### src/inc/fesr_pkg.sv
// Constants, command codes and result codes for the flash error status host.
// Assumes a 20 MHz clock and a flash whose status register answers on the same clock.
package fesr_pkg;

  // ----------------------------------------------------------------
  // Clock and documented times
  // ----------------------------------------------------------------
  localparam int unsigned CLK_NS = 50;
  localparam int unsigned ERASE_MAX_MS = 1100;
  localparam int unsigned PROG_MAX_US = 400;
  localparam int unsigned SUSP_LAT_MAX_US = 40;
  localparam int unsigned RESUME_GAP_MIN_NS = 60;
  localparam int unsigned PROG_OPS_MAX = 256;

  // Longest times round down, least times round up.
  localparam int unsigned ERASE_CYC = ERASE_MAX_MS * (1000000 / CLK_NS);
  localparam int unsigned PROG_CYC = (PROG_MAX_US * 1000) / CLK_NS;
  localparam int unsigned SUSP_CYC = (SUSP_LAT_MAX_US * 1000) / CLK_NS;
  localparam int unsigned GAP_CYC = (RESUME_GAP_MIN_NS + CLK_NS - 1) / CLK_NS;

  // ----------------------------------------------------------------
  // Host timing and widths
  // ----------------------------------------------------------------
  localparam int unsigned TMR_W = 25;
  localparam int unsigned GAP_W = 2;
  localparam int unsigned POLL_W = 4;
  localparam int unsigned POLL_CYC = 16;
  localparam int unsigned RB_SETTLE_CYC = 4;
  localparam int unsigned ADDR_W = 16;
  localparam int unsigned DATA_W = 16;
  localparam int unsigned CNT_W = 9;

  // ----------------------------------------------------------------
  // Program count table layout
  // ----------------------------------------------------------------
  localparam int unsigned LINE_LSB = 4;
  localparam int unsigned LINE_BITS = 3;
  localparam int unsigned SEC_LSB = 14;
  localparam int unsigned SEC_BITS = 2;
  localparam int unsigned IDX_W = LINE_BITS + SEC_BITS;
  localparam int unsigned N_ENTRY = 32;

  // ----------------------------------------------------------------
  // Operation status register fields
  // ----------------------------------------------------------------
  localparam int unsigned OS_VALID = 7;
  localparam int unsigned OS_ERASE_ERR = 5;
  localparam int unsigned OS_PROG_ERR = 4;
  localparam int unsigned OS_ABORT = 3;
  localparam int unsigned OS_PROT = 1;
  localparam logic [7:0] OS_MASK = 8'hbe;
  localparam logic [7:0] OS_CLEAN = 8'h80;
  localparam logic [7:0] OS_RESET = 8'h00;

  // ----------------------------------------------------------------
  // Enumerations
  // ----------------------------------------------------------------
  typedef enum logic [3:0] {
    CMD_NONE, CMD_PROGRAM, CMD_ERASE, CMD_SUSPEND, CMD_RESUME,
    CMD_STAT_READ, CMD_STAT_CLEAR, CMD_ABORT_RESET, CMD_RESET
  } fesr_cmd_t;

  typedef enum logic [1:0] {OP_NONE, OP_PROGRAM, OP_ERASE, OP_RESUME} fesr_op_t;

  typedef enum logic [2:0] {
    RES_OK, RES_PROTECT, RES_ABORT, RES_FAIL, RES_TIMEOUT, RES_REFUSED, RES_SUSPENDED
  } fesr_res_t;

  typedef enum logic [2:0] {
    ST_IDLE, ST_LOOKUP, ST_BUSY, ST_POLL, ST_FINAL, ST_SUSP
  } fesr_state_t;

endpackage

### src/hw/fesr_line_mem.sv
// Table of program counts per tracked line, with registered read data.
// Assumes one read and one write per cycle; a write beats a sector clear.
module fesr_line_mem
  import fesr_pkg::*;
(
  // Clock and reset
  input logic clk,
  input logic rst_n,
  // Read port
  input logic rd_en,
  input logic [IDX_W-1:0] rd_idx,
  output logic [CNT_W-1:0] rd_cnt,
  // Write port
  input logic wr_en,
  input logic [IDX_W-1:0] wr_idx,
  input logic [CNT_W-1:0] wr_cnt,
  // Sector clear
  input logic clr_en,
  input logic [SEC_BITS-1:0] clr_sector
);

  typedef struct packed {
    logic [N_ENTRY-1:0][CNT_W-1:0] cnt;
    logic [N_ENTRY-1:0] vld;
    logic [CNT_W-1:0] rd;
  } fesr_mem_t;

  fesr_mem_t q;
  fesr_mem_t d;
  wire [N_ENTRY-1:0][CNT_W-1:0] cnt_n;
  wire [N_ENTRY-1:0] vld_n;

  // ----------------------------------------------------------------
  // Per entry update
  // ----------------------------------------------------------------
  for (genvar i = 0; i < N_ENTRY; i++)
  begin : g_ent
    localparam logic [IDX_W-1:0] IDX = IDX_W'(i);
    wire hit = wr_en && (wr_idx == IDX);
    wire clr = clr_en && (IDX[IDX_W-1 -: SEC_BITS] == clr_sector);
    assign vld_n[i] = hit | (q.vld[i] & ~clr);
    assign cnt_n[i] = hit ? wr_cnt : q.cnt[i];
  end

  always_comb
  begin
    d = q;
    d.cnt = cnt_n;
    d.vld = vld_n;
    if (rd_en)
    begin
      d.rd = q.vld[rd_idx] ? q.cnt[rd_idx] : '0;
    end
  end

  always_ff @(posedge clk)
  begin
    if (!rst_n)
    begin
      q <= '0;
    end
    else
    begin
      q <= d;
    end
  end

  assign rd_cnt = q.rd;

endmodule

### src/hw/fesr_host.sv
// Host controller that issues program, erase, suspend and resume to a flash,
// watches ready_busy_n and the operation status register, and clears errors.
// Assumes the flash answers a status read with fl_rdata_valid on this clock.
//
// What this block does
// - While busy only status reads, suspend, status clear, abort reset and timeout reset are sent
// - Erase timer bit masked unless erase suspended; the host's masking ignores suspension, OS_MASK is fixed
// - Erase toggle bit masked unless erase suspended; the host's masking ignores suspension, OS_MASK is fixed
// - Buffer abort cleared by abort-reset command
// - Reserved status bits 0 and 6 masked in the final status read; poll reads pass them to status unmasked
// - At least 60 ns from resume to suspend
// - At most 256 programs per line per erase
module fesr_host
  import fesr_pkg::*;
#(
  parameter int unsigned ERASE_CYC_P = ERASE_CYC,
  parameter int unsigned PROG_CYC_P = PROG_CYC
)
(
  // Clock and reset
  input logic clk,
  input logic rst_n,
  // User requests
  input logic req_valid,
  input fesr_op_t req_op,
  input logic [ADDR_W-1:0] req_addr,
  input logic [DATA_W-1:0] req_data,
  output logic req_ready,
  input logic suspend_req,
  // User results
  output logic done,
  output fesr_res_t result,
  output logic [7:0] status,
  output logic suspended,
  // Flash side
  output logic fl_cmd_valid,
  output fesr_cmd_t fl_cmd,
  output logic [ADDR_W-1:0] fl_addr,
  output logic [DATA_W-1:0] fl_wdata,
  input logic fl_rdata_valid,
  input logic [7:0] fl_rdata,
  input logic ready_busy_n
);

  typedef struct packed {
    fesr_state_t state;
    fesr_op_t op;
    fesr_op_t sop;
    logic cmd_v;
    fesr_cmd_t cmd;
    logic [ADDR_W-1:0] addr;
    logic [DATA_W-1:0] wdata;
    logic [TMR_W-1:0] tmr;
    logic [TMR_W-1:0] limit;
    logic [POLL_W-1:0] poll;
    logic [GAP_W-1:0] gap;
    logic rb_m;
    logic rb_s;
    logic ready;
    logic done;
    fesr_res_t res;
    logic [7:0] status;
    logic susp;
  } fesr_host_t;

  fesr_host_t q;
  fesr_host_t d;
  logic mem_rd;
  logic mem_wr;
  logic mem_clr;
  logic busy_like;
  logic [CNT_W-1:0] mem_cnt;

  // ----------------------------------------------------------------
  // Program count table
  // ----------------------------------------------------------------
  fesr_line_mem u_mem (
    .clk(clk),
    .rst_n(rst_n),
    .rd_en(mem_rd),
    .rd_idx({req_addr[SEC_LSB +: SEC_BITS], req_addr[LINE_LSB +: LINE_BITS]}),
    .rd_cnt(mem_cnt),
    .wr_en(mem_wr),
    .wr_idx({q.addr[SEC_LSB +: SEC_BITS], q.addr[LINE_LSB +: LINE_BITS]}),
    .wr_cnt(mem_cnt + CNT_W'(1)),
    .clr_en(mem_clr),
    .clr_sector(q.addr[SEC_LSB +: SEC_BITS])
  );

  // ----------------------------------------------------------------
  // Sequencer
  // ----------------------------------------------------------------
  always_comb
  begin
    d = q;
    d.cmd_v = 1'b0;
    d.cmd = CMD_NONE;
    d.done = 1'b0;
    d.rb_m = ready_busy_n;
    d.rb_s = q.rb_m;
    mem_rd = 1'b0;
    mem_wr = 1'b0;
    mem_clr = 1'b0;
    busy_like = q.state inside {ST_BUSY, ST_POLL, ST_FINAL, ST_SUSP};
    if (q.gap != '0)
    begin
      d.gap = q.gap - GAP_W'(1);
    end
    if (busy_like)
    begin
      d.tmr = q.tmr + TMR_W'(1);
    end
    // A stuck operation is abandoned and the flash is put back to read mode.
    if (busy_like && q.tmr >= q.limit)
    begin
      d.cmd_v = 1'b1;
      d.cmd = CMD_RESET;
      d.done = 1'b1;
      d.res = RES_TIMEOUT;
      d.state = ST_IDLE;
    end
    else
    begin
      case (q.state)
        ST_IDLE:
        begin
          if (q.ready && req_valid)
          begin
            d.done = 1'b1;
            d.res = RES_REFUSED;
            d.tmr = '0;
            d.poll = '0;
            if (req_op == OP_PROGRAM)
            begin
              d.done = 1'b0;
              d.op = OP_PROGRAM;
              d.addr = req_addr;
              d.wdata = req_data;
              mem_rd = 1'b1;
              d.state = ST_LOOKUP;
            end
            else if (req_op == OP_ERASE && !q.susp)
            begin
              d.done = 1'b0;
              d.op = OP_ERASE;
              d.addr = req_addr;
              d.cmd_v = 1'b1;
              d.cmd = CMD_ERASE;
              d.limit = TMR_W'(ERASE_CYC_P);
              d.state = ST_BUSY;
            end
            else if (req_op == OP_RESUME && q.susp)
            begin
              d.done = 1'b0;
              d.op = q.sop;
              d.susp = 1'b0;
              d.cmd_v = 1'b1;
              d.cmd = CMD_RESUME;
              d.gap = GAP_W'(GAP_CYC);
              d.limit = (q.sop == OP_ERASE) ? TMR_W'(ERASE_CYC_P) : TMR_W'(PROG_CYC_P);
              d.state = ST_BUSY;
            end
          end
        end
        ST_LOOKUP:
        begin
          if (mem_cnt >= CNT_W'(PROG_OPS_MAX))
          begin
            d.done = 1'b1;
            d.res = RES_REFUSED;
            d.state = ST_IDLE;
          end
          else
          begin
            mem_wr = 1'b1;
            d.cmd_v = 1'b1;
            d.cmd = CMD_PROGRAM;
            d.limit = TMR_W'(PROG_CYC_P);
            d.state = ST_BUSY;
          end
        end
        ST_BUSY:
        begin
          d.poll = q.poll + POLL_W'(1);
          if (suspend_req && q.gap == '0 && !q.susp)
          begin
            d.cmd_v = 1'b1;
            d.cmd = CMD_SUSPEND;
            d.sop = q.op;
            d.tmr = '0;
            d.limit = TMR_W'(SUSP_CYC);
            d.state = ST_SUSP;
          end
          else if (q.rb_s && q.tmr >= TMR_W'(RB_SETTLE_CYC))
          begin
            d.cmd_v = 1'b1;
            d.cmd = CMD_STAT_READ;
            d.state = ST_FINAL;
          end
          else if (q.poll == POLL_W'(POLL_CYC - 1))
          begin
            // Polling bits are not used: their overlay varies by error type and address.
            d.cmd_v = 1'b1;
            d.cmd = CMD_STAT_READ;
            d.state = ST_POLL;
          end
        end
        ST_POLL:
        begin
          if (fl_rdata_valid)
          begin
            d.status = fl_rdata;
            d.poll = '0;
            d.state = ST_BUSY;
            if (fl_rdata[OS_VALID])
            begin
              // Valid status while still busy means the device waits for a clear.
              d.done = 1'b1;
              d.cmd_v = 1'b1;
              d.state = ST_IDLE;
              if (fl_rdata[OS_ABORT])
              begin
                d.cmd = CMD_ABORT_RESET;
                d.res = RES_ABORT;
              end
              else
              begin
                d.cmd = CMD_STAT_CLEAR;
                d.res = RES_FAIL;
              end
            end
          end
        end
        ST_FINAL:
        begin
          if (fl_rdata_valid)
          begin
            d.status = fl_rdata & OS_MASK;
            d.poll = '0;
            d.state = ST_BUSY;
            if (fl_rdata[OS_VALID])
            begin
              // The suspend flag is left alone so the erase can still be resumed.
              d.done = 1'b1;
              d.state = ST_IDLE;
              d.res = RES_OK;
              if (fl_rdata[OS_PROT])
              begin
                d.cmd_v = 1'b1;
                d.cmd = CMD_STAT_CLEAR;
                d.res = RES_PROTECT;
              end
              else if (fl_rdata[OS_ERASE_ERR] || fl_rdata[OS_PROG_ERR])
              begin
                d.cmd_v = 1'b1;
                d.cmd = CMD_STAT_CLEAR;
                d.res = RES_FAIL;
              end
              else if (q.op == OP_ERASE)
              begin
                mem_clr = 1'b1;
              end
            end
          end
        end
        ST_SUSP:
        begin
          if (q.rb_s && q.tmr >= TMR_W'(RB_SETTLE_CYC))
          begin
            d.susp = 1'b1;
            d.done = 1'b1;
            d.res = RES_SUSPENDED;
            d.state = ST_IDLE;
          end
        end
        default:
        begin
          d.state = ST_IDLE;
        end
      endcase
    end
    d.ready = (d.state == ST_IDLE) && !(q.ready && req_valid);
  end

  always_ff @(posedge clk)
  begin
    if (!rst_n)
    begin
      q <= '0;
    end
    else
    begin
      q <= d;
    end
  end

  assign req_ready = q.ready;
  assign done = q.done;
  assign result = q.res;
  assign status = q.status;
  assign suspended = q.susp;
  assign fl_cmd_valid = q.cmd_v;
  assign fl_cmd = q.cmd;
  assign fl_addr = q.addr;
  assign fl_wdata = q.wdata;
endmodule

### config.mk
export PLATFORM = sky130hd
export DESIGN_NAME = fesr_host
export DESIGN_NICKNAME = d
export VERILOG_FILES = /design/src/inc/fesr_pkg.sv /design/src/hw/fesr_line_mem.sv /design/src/hw/fesr_host.sv
export SDC_FILE = /design/constraint.sdc
export NUM_CORES = 1
export LEC_CHECK = 0
export BUFFER_PORTS_ARGS = -buffer_cell sky130_fd_sc_hd__buf_2
export CAP_MARGIN = 30
export CORE_ASPECT_RATIO = 2
export CORE_MARGIN = 2
export CORE_UTILIZATION = 55
export DETAILED_ROUTE_END_ITERATION = 8
export GPL_TIMING_DRIVEN = 0
export PLACE_DENSITY = 0.73
export SYNTH_ARGS = -nofsm -noshare
export SYNTH_HDL_FRONTEND = slang
export SYNTH_SLANG_ARGS = --single-unit
### constraint.sdc
create_clock -name clk -period 4.2 [get_ports clk]
set_input_delay 0.84 -clock clk [delete_from_list [all_inputs] [get_ports clk]]
set_output_delay 0.84 -clock clk [all_outputs]
set_load 0.02 [all_outputs]
* Word level (Yosys, flattened, before mapping)
Cells that the tools add are included.
** Cells by class
- $add $sub $neg :: 4
- $mul :: 0
- Div/mod/pow operators :: 0
- $lt $le $gt $ge :: 4
- Equality and inequality tests :: 66
- Shift operators :: 0
- Muxes and demuxes :: 91
- Bitwise operators :: 70
- Reductions and logical operators :: 74
** Operator list (count)
- two-way mux 25 bit :: 6
- two-way mux 93 bit :: 1
- two-way mux 5 bit :: 18
- equality test 5 bit, second input constant :: 16
- case mux 25 bit (3 select lines) :: 1
- two-way mux 56 bit :: 1
- two-way mux 50 bit :: 1
- case mux 25 bit (2 select lines) :: 1
- two-way mux 16 bit :: 3
- binary-select mux 9 bit (select 5 bit) :: 1
- logical AND 1 bit :: 44
- equality test 5 x 4 -> 1 bit, second input constant :: 8
- AND 1 bit :: 32
- bitwise OR 1 bit :: 32
- two-way mux 4 bit :: 7
- adder 25 x 1 -> 25 bit, second input constant :: 1
- >= comparator 25 bit :: 1
- >= comparator 25 x 3 -> 1 bit, second input constant :: 1
- two-way mux 1 bit :: 25
- case mux 5 bit (5 select lines) :: 1
- two-way mux 12 bit :: 2
- equality test 5 x 3 -> 1 bit, second input constant :: 4
- != test 2 bit, second input constant :: 10
- case mux 4 bit (5 select lines) :: 1
- 43 further kinds :: 91
** Storage, ports and cells
- Register bits after elaboration :: 445
- Bits in latches :: 0
- Memory bits (writable) :: 0
- Memory bits (read-only) :: 0
- Input port bits :: 48
- Output and inout bits :: 51
- Word-level logic and storage cells :: 363
- Memories :: 0

* Depth between registers and ports, before layout
Gate-level depths: netlist of run 1.
- Depth after elaboration :: 12
- Mapped depth :: 10

* Modules after synthesis
From an unflattened synthesis of run 1, not the netlist that was laid out.
** Unflattened totals
- Cell total of the unflattened synthesis :: 2208
- Area total of the unflattened synthesis :: 21312.9 µm²
** By module, submodules not included
- fesr_line_mem :: instances 1, cells an instance 1580, area an instance 16046.6 µm², seq. area each 6586.3 µm²
- fesr_host :: instances 1, cells an instance 628, area an instance 5266.3 µm², seq. area each 1941.9 µm²

* Worst setup path before layout of run 1
OpenSTA, ideal clock, no wires.
- Kind :: input to register
- Start :: input port req_addr[5]
- End :: register u_mem.q, in the netlist u_mem.rd_cnt[2]
- Library setup time :: 122 ps
- Data arrival time :: 2521 ps
- Required time :: 4078 ps
- Slack :: 1557 ps
- Stages :: 7
- Cell sequence :: buf_2 buf_2 buf_2 mux4_2 mux4_2 mux2i_1 o21ai_0
** Between the ends
- Longest elaborated chain between the ends :: 3
- Elaborated cells between the ends (all ways) :: 5
** Ends and longest elaborated chain
- from (decl) :: line fesr_host.sv:26 : input logic [ADDR_W-1:0] req_addr,
- binary-select mux 9 bit (select 5 bit) or binary-select mux 1 bit (select 5 bit) (tied branches) :: line fesr_line_mem.sv:52 : d.rd = q.vld[rd_idx] ? q.cnt[rd_idx] : '0;
- two-way mux 9 bit (not written as such) or two-way mux 1 bit (tied branches) :: line fesr_line_mem.sv:52
- two-way mux 9 bit * :: line fesr_line_mem.sv:52
- to (signal assigned) :: line fesr_line_mem.sv:60 : q <= '0;
- to (signal assigned) :: line fesr_line_mem.sv:64 : q <= d;
- to (decl) :: line fesr_line_mem.sv:28 : fesr_mem_t q;
Every way passes the cells marked *; elsewhere a longest branch is shown, timed or not. The select of a mux whose other input is x is not followed.
A chain may end at the register's enable or synchronous reset.

* Worst setup path in the final report of run 1
- Start :: register q[44] in the netlist's numbering
- End :: register q[55] in the netlist's numbering
** Between the ends
- Longest elaborated chain between the ends :: 3
** Ends and longest elaborated chain
- from (decl) :: line fesr_host.sv:66 : fesr_host_t q;
- from (signal assigned) :: line fesr_host.sv:289 : q <= '0;
- from (signal assigned) :: line fesr_host.sv:293 : q <= d;
- >= comparator 25 bit :: line fesr_host.sv:114 : if (busy_like && q.tmr >= q.limit)
- logical AND 1 bit :: line fesr_host.sv:114
- two-way mux 56 bit :: line fesr_host.sv:114
Every way passes these cells.

==> results.md, run 1 <==
- Status: finished clean
- Top-count cell post-synth: dfxtp_1
- Wire length per cell: 21.9 um
- Max-slew violations: 0
- Avg Inst Size Synth: 10.0 um^2
- GR Util All Layers: 0.295
- Total clock sinks: 426
- CP Class: reg -> reg
- Synthesis-to-layout area growth: 11.6%
- Minimum clock period: between 2 and 3 ns
- Sequential share of the synthesized area: 0.425
- Number of global-route vias before repair: 15400
- DRT antenna net count: 0
- Slew @ Worst Pin: 0.959 ns
- MaxCap Viol Count: 0
- Critical-path maximum fanout: 10
- Worst Setup SP: q[44]$_SDFFE_PN0P_
- Post-synth top area share: 0.425
- Synth Flop Type: dfxtp_1
- Global-route wire length before repair: around 89000 um
- Final Util: 0.619
- Clk root buf: clkbuf_16
- Endpoints failing hold: 0
- Worst path arrival time: about 3.4 ns
- Final WL: 57400 um
- DP Wirelength: 40400 um
- Core Region: ~36000 um^2
- Async set-reset flop share out of synthesis: 0
- Via count: 16300
- Unrepaired setup endpoints after global routing: false
- N_diodes: 0
- Global routing usage on met2: 0.498
- Syn_nets: just over 2000
- Critical Path RT: 4.64 ns
- DR pass1 iterations: 5
- Pleak: 11.4 nW
- Final period utilization: 0.704
- Die height: 274 um
- Commonest cells post-synth: 426 x dfxtp_1, 391 x nand2_1, 258 x o211a_1, 96 x clkbuf_1, 83 x mux4_2
- Initial antenna violation count: 0
- Post-CTS sizing: 0
- CTS Hold Buffers Added: 0
- Post-synth EDFFs: 0
- Starting density of the core: 0.555
- # setup viols final: 0
- Final Skew: 0.0255 ns
- Layout cells sized above 1: 0.194
- Setup bufs post-CTS: 0
- Maximum VDD drop: 0.000402 V
- # rows: 99
- Via density: 6.21
- Worst-Skew Late Latency: 0.56 ns
- Post-synthesis register bit count: 426
- Netlist Area Pre-Place: 20100 um^2
- Clock-pin slew on the worst setup and hold paths: 0.07 ns
- HP Start: fl_wdata[14]$_SDFFE_PN0P_
- Full die area: 38100 um^2
- Yosys top cell by area: dfxtp_1
- FF-to-FF Start: q[44]$_SDFFE_PN0P_
- Top Ports: 99
- Worst setup EP type: register
- Yosys warns: 0
- Die W: around 140 um
- TritonCTS Buffers: 39
- Congestion Overflow GR: 0
- FMAX: 338 MHz
- Routability congestion estimate: 0.944
- Startpoint type of the worst setup path: register
- Drt drc: 0
- Total power divided by cell area: around 370 nW/um^2
- GR Util met1: 0.383
- CTS tree: yes
- Ranking of synthesized cells by area: dfxtp_1 43%, o211a_1 13%, mux4_2 9.3%
- Hold WC Path Type: reg -> reg
- Met3 global-route usage: 0.0416
- Post-layout net count: 2205
- Synth cell types: 75
- I/O Buffers: just over 90
- DR iter-0 viols: 1460
- H-tree depth: 2
- Largest net degree at the start of global routing: 16
- Setup TNS: 0 ns
- Deepest clock path buffer count: 3
- Relative slew slack: 0.359
- Cell count after synthesis: 2003
- Busiest grt layer: met2
==> state kept, by name, indices dropped and copies added, names as in the netlist, 3 cells and up <==
signal        count
u_mem.rd_cnt      9
status            8
fl_wdata         16
q                45
result            3
fl_addr          16
u_mem.q         320
fl_cmd            4
==> critical path: stages, from the launching register on <==
cell and delay [ns]:
dfxtp_1 0.30, inv_1 0.28, ha_1 0.31, a21o_1 0.18, a211oi_1 0.32, o311a_4 0.33
o32ai_4 0.18, o41ai_4 0.64, buf_6 0.25, nor2_2 0.05
==> kinds of logic (layout without fill, tap and decap cells) <==
group	after synthesis	count (layout)	synth area share
AOI/OAI and AO/OA	486	486	0.207
and+or+nand+nor	669	669	0.161
buffers and inverters	234	395	0.0604
DFF	426	426	0.425
adders and majority gates	22	22	0.0136
muxes	133	133	0.118
xor gates and xnor gates	33	33	0.0148
==> through the flow <==
step | power, mW | std cells | hold WS [ns] | instance area, um^2 | worst slack, ns
after floorplan | 4.57 | 2003 | 0.412 | 20100 | 1.56
after global placement | 4.76 | 2549 | 0.444 | 21100 | 0.846
after detailed placement | 4.77 | 2549 | 0.455 | 21100 | 0.852
after CTS | 8.38 | 2618 | 0.467 | 22400 | 1.24
after global routing | 8.56 | 2618 | 0.482 | 22400 | 1.07
final | 8.36 | 2618 | 0.464 | 22400 | 1.24
==> final timing paths <==
check	to	slack (ns)	cells after the start
min	fl_wdata[14]$_SDFFE_PN0P_	0.46	2
max reg2reg	q[55]$_SDFF_PN0_	1.24	9
min reg2reg	fl_wdata[14]$_SDFFE_PN0P_	0.46	2
max	q[55]$_SDFF_PN0_	1.24	9
==> routing by layer <==
metal | up-vias | wire (um)
met3 | 149 | 4270
met1 | 7949 | 23200
met4 | 0 | 2300
met2 | 714 | 27600
li1 | 7447 | -
met5 | - | 0
==> cell usage in the layout, fill, tap and decap left out, drive strengths merged, types with 21 or more instances in the layout <==
cell type	instances
mux2i	50
nor2	83
nand3	25
ha	21
o21ai	40
buf	211
mux4	83
nand2	392
dfxtp	426
o211a	259
a21boi	50
clkbuf	151
a21oi	51
nor2b	70
==> power by group <==
group          internal [mW]  switching, mW  leakage [nW]  total [mW]
combinational          0.210          0.388          7.30       0.598
sequential              4.07         0.0192          3.43        4.09
clock                   2.05           1.62         0.642        3.67
total                   6.33           2.03          11.4        8.36
==> area by class of cell <==
cell class | instances | area (um^2)
clock buffer | 55 | 1160
clock inverter | 14 | 140
timing repair buffer | 92 | 460
inverter | 19 | 71.3
tap | 454 | 568
sequential | 426 | 8530
multi-input combinational | 1343 | 10300
buffer | 215 | 1140
fill | 3102 | 13800
(Power assumes the default switching activity.)
==> run 2, diff against run 1 <==
==> constraint.sdc (replaced) <==
create_clock -name clk -period 2.8 [get_ports clk]
set_input_delay 0.56 -clock clk [delete_from_list [all_inputs] [get_ports clk]]
set_output_delay 0.56 -clock clk [all_outputs]
set_load 0.02 [all_outputs]
==> run 2 against run 1 <==
The flow now finishes with violations (setup timing). Clock skew increased by 0.0040 ns. Sequential power grew 50%. Clock power rose by 50%. Count of clock-buffer cells in the layout unchanged. Sequential cell count unchanged. Cell count is 0.23% higher. Via count is essentially flat. Routed wire length grew 0.69%. Utilization grew 0.23 points.
==> results.md, run 2 (same netlist as run 1, synthesis figures left out) <==
- Status: finished with violations
- Violated checks: setup timing
- N_diodes: 0
- I/O Buffers: 92
- DP Wirelength: 40400 um
- Endpoints failing hold: 0
- H-tree depth: 2
- DR pass1 iterations: 6
- Via density: 6.20
- Finished Layout Cells: around 2600
- Minimum clock period: 2.81 ns
- DP Cell Count: 2549
- Top Ports: around 100
- CP peak stage delay: around 0.37 ns
- Critical-path maximum fanout: 8
- Starting density of the core: 0.555
- Pleak: 11.4 nW
- Layout cells sized above 1: 0.199
- Number of global-route vias before repair: approximately 15000
- MaxCap Viol Count: 0
- Relative slew slack: 0.358
- TritonCTS Buffers: 39
- Die height: 274 um
- Via count: 16300
- Total power divided by cell area: 559 nW/um^2
- Die W: 139 um
- Wire length per cell: between 20 and 25 um
- Initial antenna violation count: 0
- Full die area: about 38000 um^2
- FILL cells: 3096
- Hold WC Path Type: in -> reg
- Startpoint type of the worst setup path: register
- Slew @ Worst Pin: around 0.96 ns
- DR iter-0 viols: 1391
- Register name with the most flops: u_mem.q
- Crit path cell chain: clkinvlp_4 > ha_1 > nand4b_1 > or2_1 > buf_2 > o211a_4 > o32ai_4 > o41ai_4 > buf_4 > buf_4 > nor3_1
- Most frequent cells in the layout: 425 x dfxtp_1, 391 x nand2_1, 258 x o211a_1, 149 x buf_2, 100 x clkbuf_1
- Total clock sinks: 426
- Critical Path RT: 3.27 ns
- DRT antenna net count: 0
- Final Skew: roughly 0.029 ns
- Top Registers: u_mem.q x320, q x45
- CP most frequent cell: buf_4
- Final period utilization: 1.00
- Final instance area: between 20000 and 25000 um^2
- GR Util All Layers: 0.295
- Pre-CTS setup slack: -0.268 ns
- Congestion Overflow GR: 0
- Post-layout net count: 2211
- Unrepaired setup endpoints after global routing: true
- Commonest non-fill, non-tap cell in the layout: dfxtp_1
- Maximum VDD drop: about 0.00060 V
- Max-slew violations: 0
- # rows: 99
- Core Region: approximately 36000 um^2
- Dpl cell area: ~21000 um^2
- FMAX: 355 MHz
- Worst path arrival time: around 3.3 ns
- Deepest clock path buffer count: 3
- Slowest cell on crit path: dfxtp_4
- Total power draw: 12.6 mW
- CTS Hold Buffers Added: 0
- Worst setup margin: -0.0138 ns
- Routability congestion estimate: between 0.9 and 1
- Drt drc: 0
- CTS tree: yes
- Global-route wire length before repair: between 80000 and 90000 um
- Worst-Skew Late Latency: 0.57 ns
- Setup TNS: -0.0138 ns
- Largest register FFs: 320
- Clk root buf: clkbuf_16
- Final WL: 57800 um
- Synthesis-to-layout area growth: 12.0%
- Worst setup EP type: register
- Clock-pin slew on the worst setup and hold paths: 0.07 ns
- Largest net degree at the start of global routing: 16
- # setup viols final: 1
- CP Class: reg -> reg
[run 2: cell types whose count changed in the layout (fill, tap and decap cells not counted), sizes merged]
cell and change:
buf +5, clkinvlp +2, inv -1
[run 2: final timing paths]
kind,startpoint,end,slack (ns),depth (start not counted)
min,ready_busy_n,d[14]$_SDFF_PN0_,0.23,2
max reg2reg,q[44]$_SDFFE_PN0P_,q[47]$_SDFF_PN0_,-0.01,11
max,q[44]$_SDFFE_PN0P_,q[47]$_SDFF_PN0_,-0.01,11
min reg2reg,fl_addr[13]$_SDFFE_PN0P_,fl_addr[13]$_SDFFE_PN0P_,0.46,2
[run 2: critical path, delay by kind of cell (launching register included)]
kind	cells	cell delay, ns
DFF	1	0.37
buffers and inverters	4	0.65
and+or+nand+nor	3	0.62
adders and majority gates	1	0.35
AOI/OAI and AO/OA	3	0.73
[run 2: per-layer routing]
layer | vias up | part of all wire | track usage
li1 | 7447 | - | -
met1 | 8003 | 0.41 | 0.383
met2 | 666 | 0.48 | 0.498
met3 | 148 | 0.066 | 0.0409
met4 | 0 | 0.041 | 0.120
met5 | - | 0 | 0
[run 2: through the flow]
step | hold WS [ns] | util
floorplan | 0.412 | -
global placement | 0.444 | 0.583
detailed placement | 0.455 | 0.583
CTS | 0.211 | 0.620
global route | 0.220 | 0.621
finish | 0.225 | 0.621
[run 2: area by class of cell]
cell class / count / area (um^2) / area share
Buffer: 215 / 1140 / 0.0508
Clock buffer: 55 / 1160 / 0.0515
Clock inverter: 14 / 140 / 0.00624
Inverter: 19 / 75.1 / 0.00334
Multi-Input combinational cell: 1343 / 10400 / 0.461
Sequential cell: 426 / 8530 / 0.380
Tap cell: 454 / 568 / 0.0253
Timing Repair Buffer: 97 / 498 / 0.0222
Timing Repair inverter: 1 / 7.51 / 0.000334
[run 2: power breakdown]
| group | switching, mW | internal (mW) |
|---|---|---|
| combinational | 0.590 | 0.324 |
| sequential | 0.0316 | 6.10 |
| clock | 2.44 | 3.08 |
| total | 3.06 | 9.50 |
[run 2: repair_timing]
action / CTS / global route
gates resized for setup: 0 / 11
buffers inserted: 3 / 2
pin swaps: 2 / 3
cloned: 0 / 1
setup endpoints to repair: 21 / 116
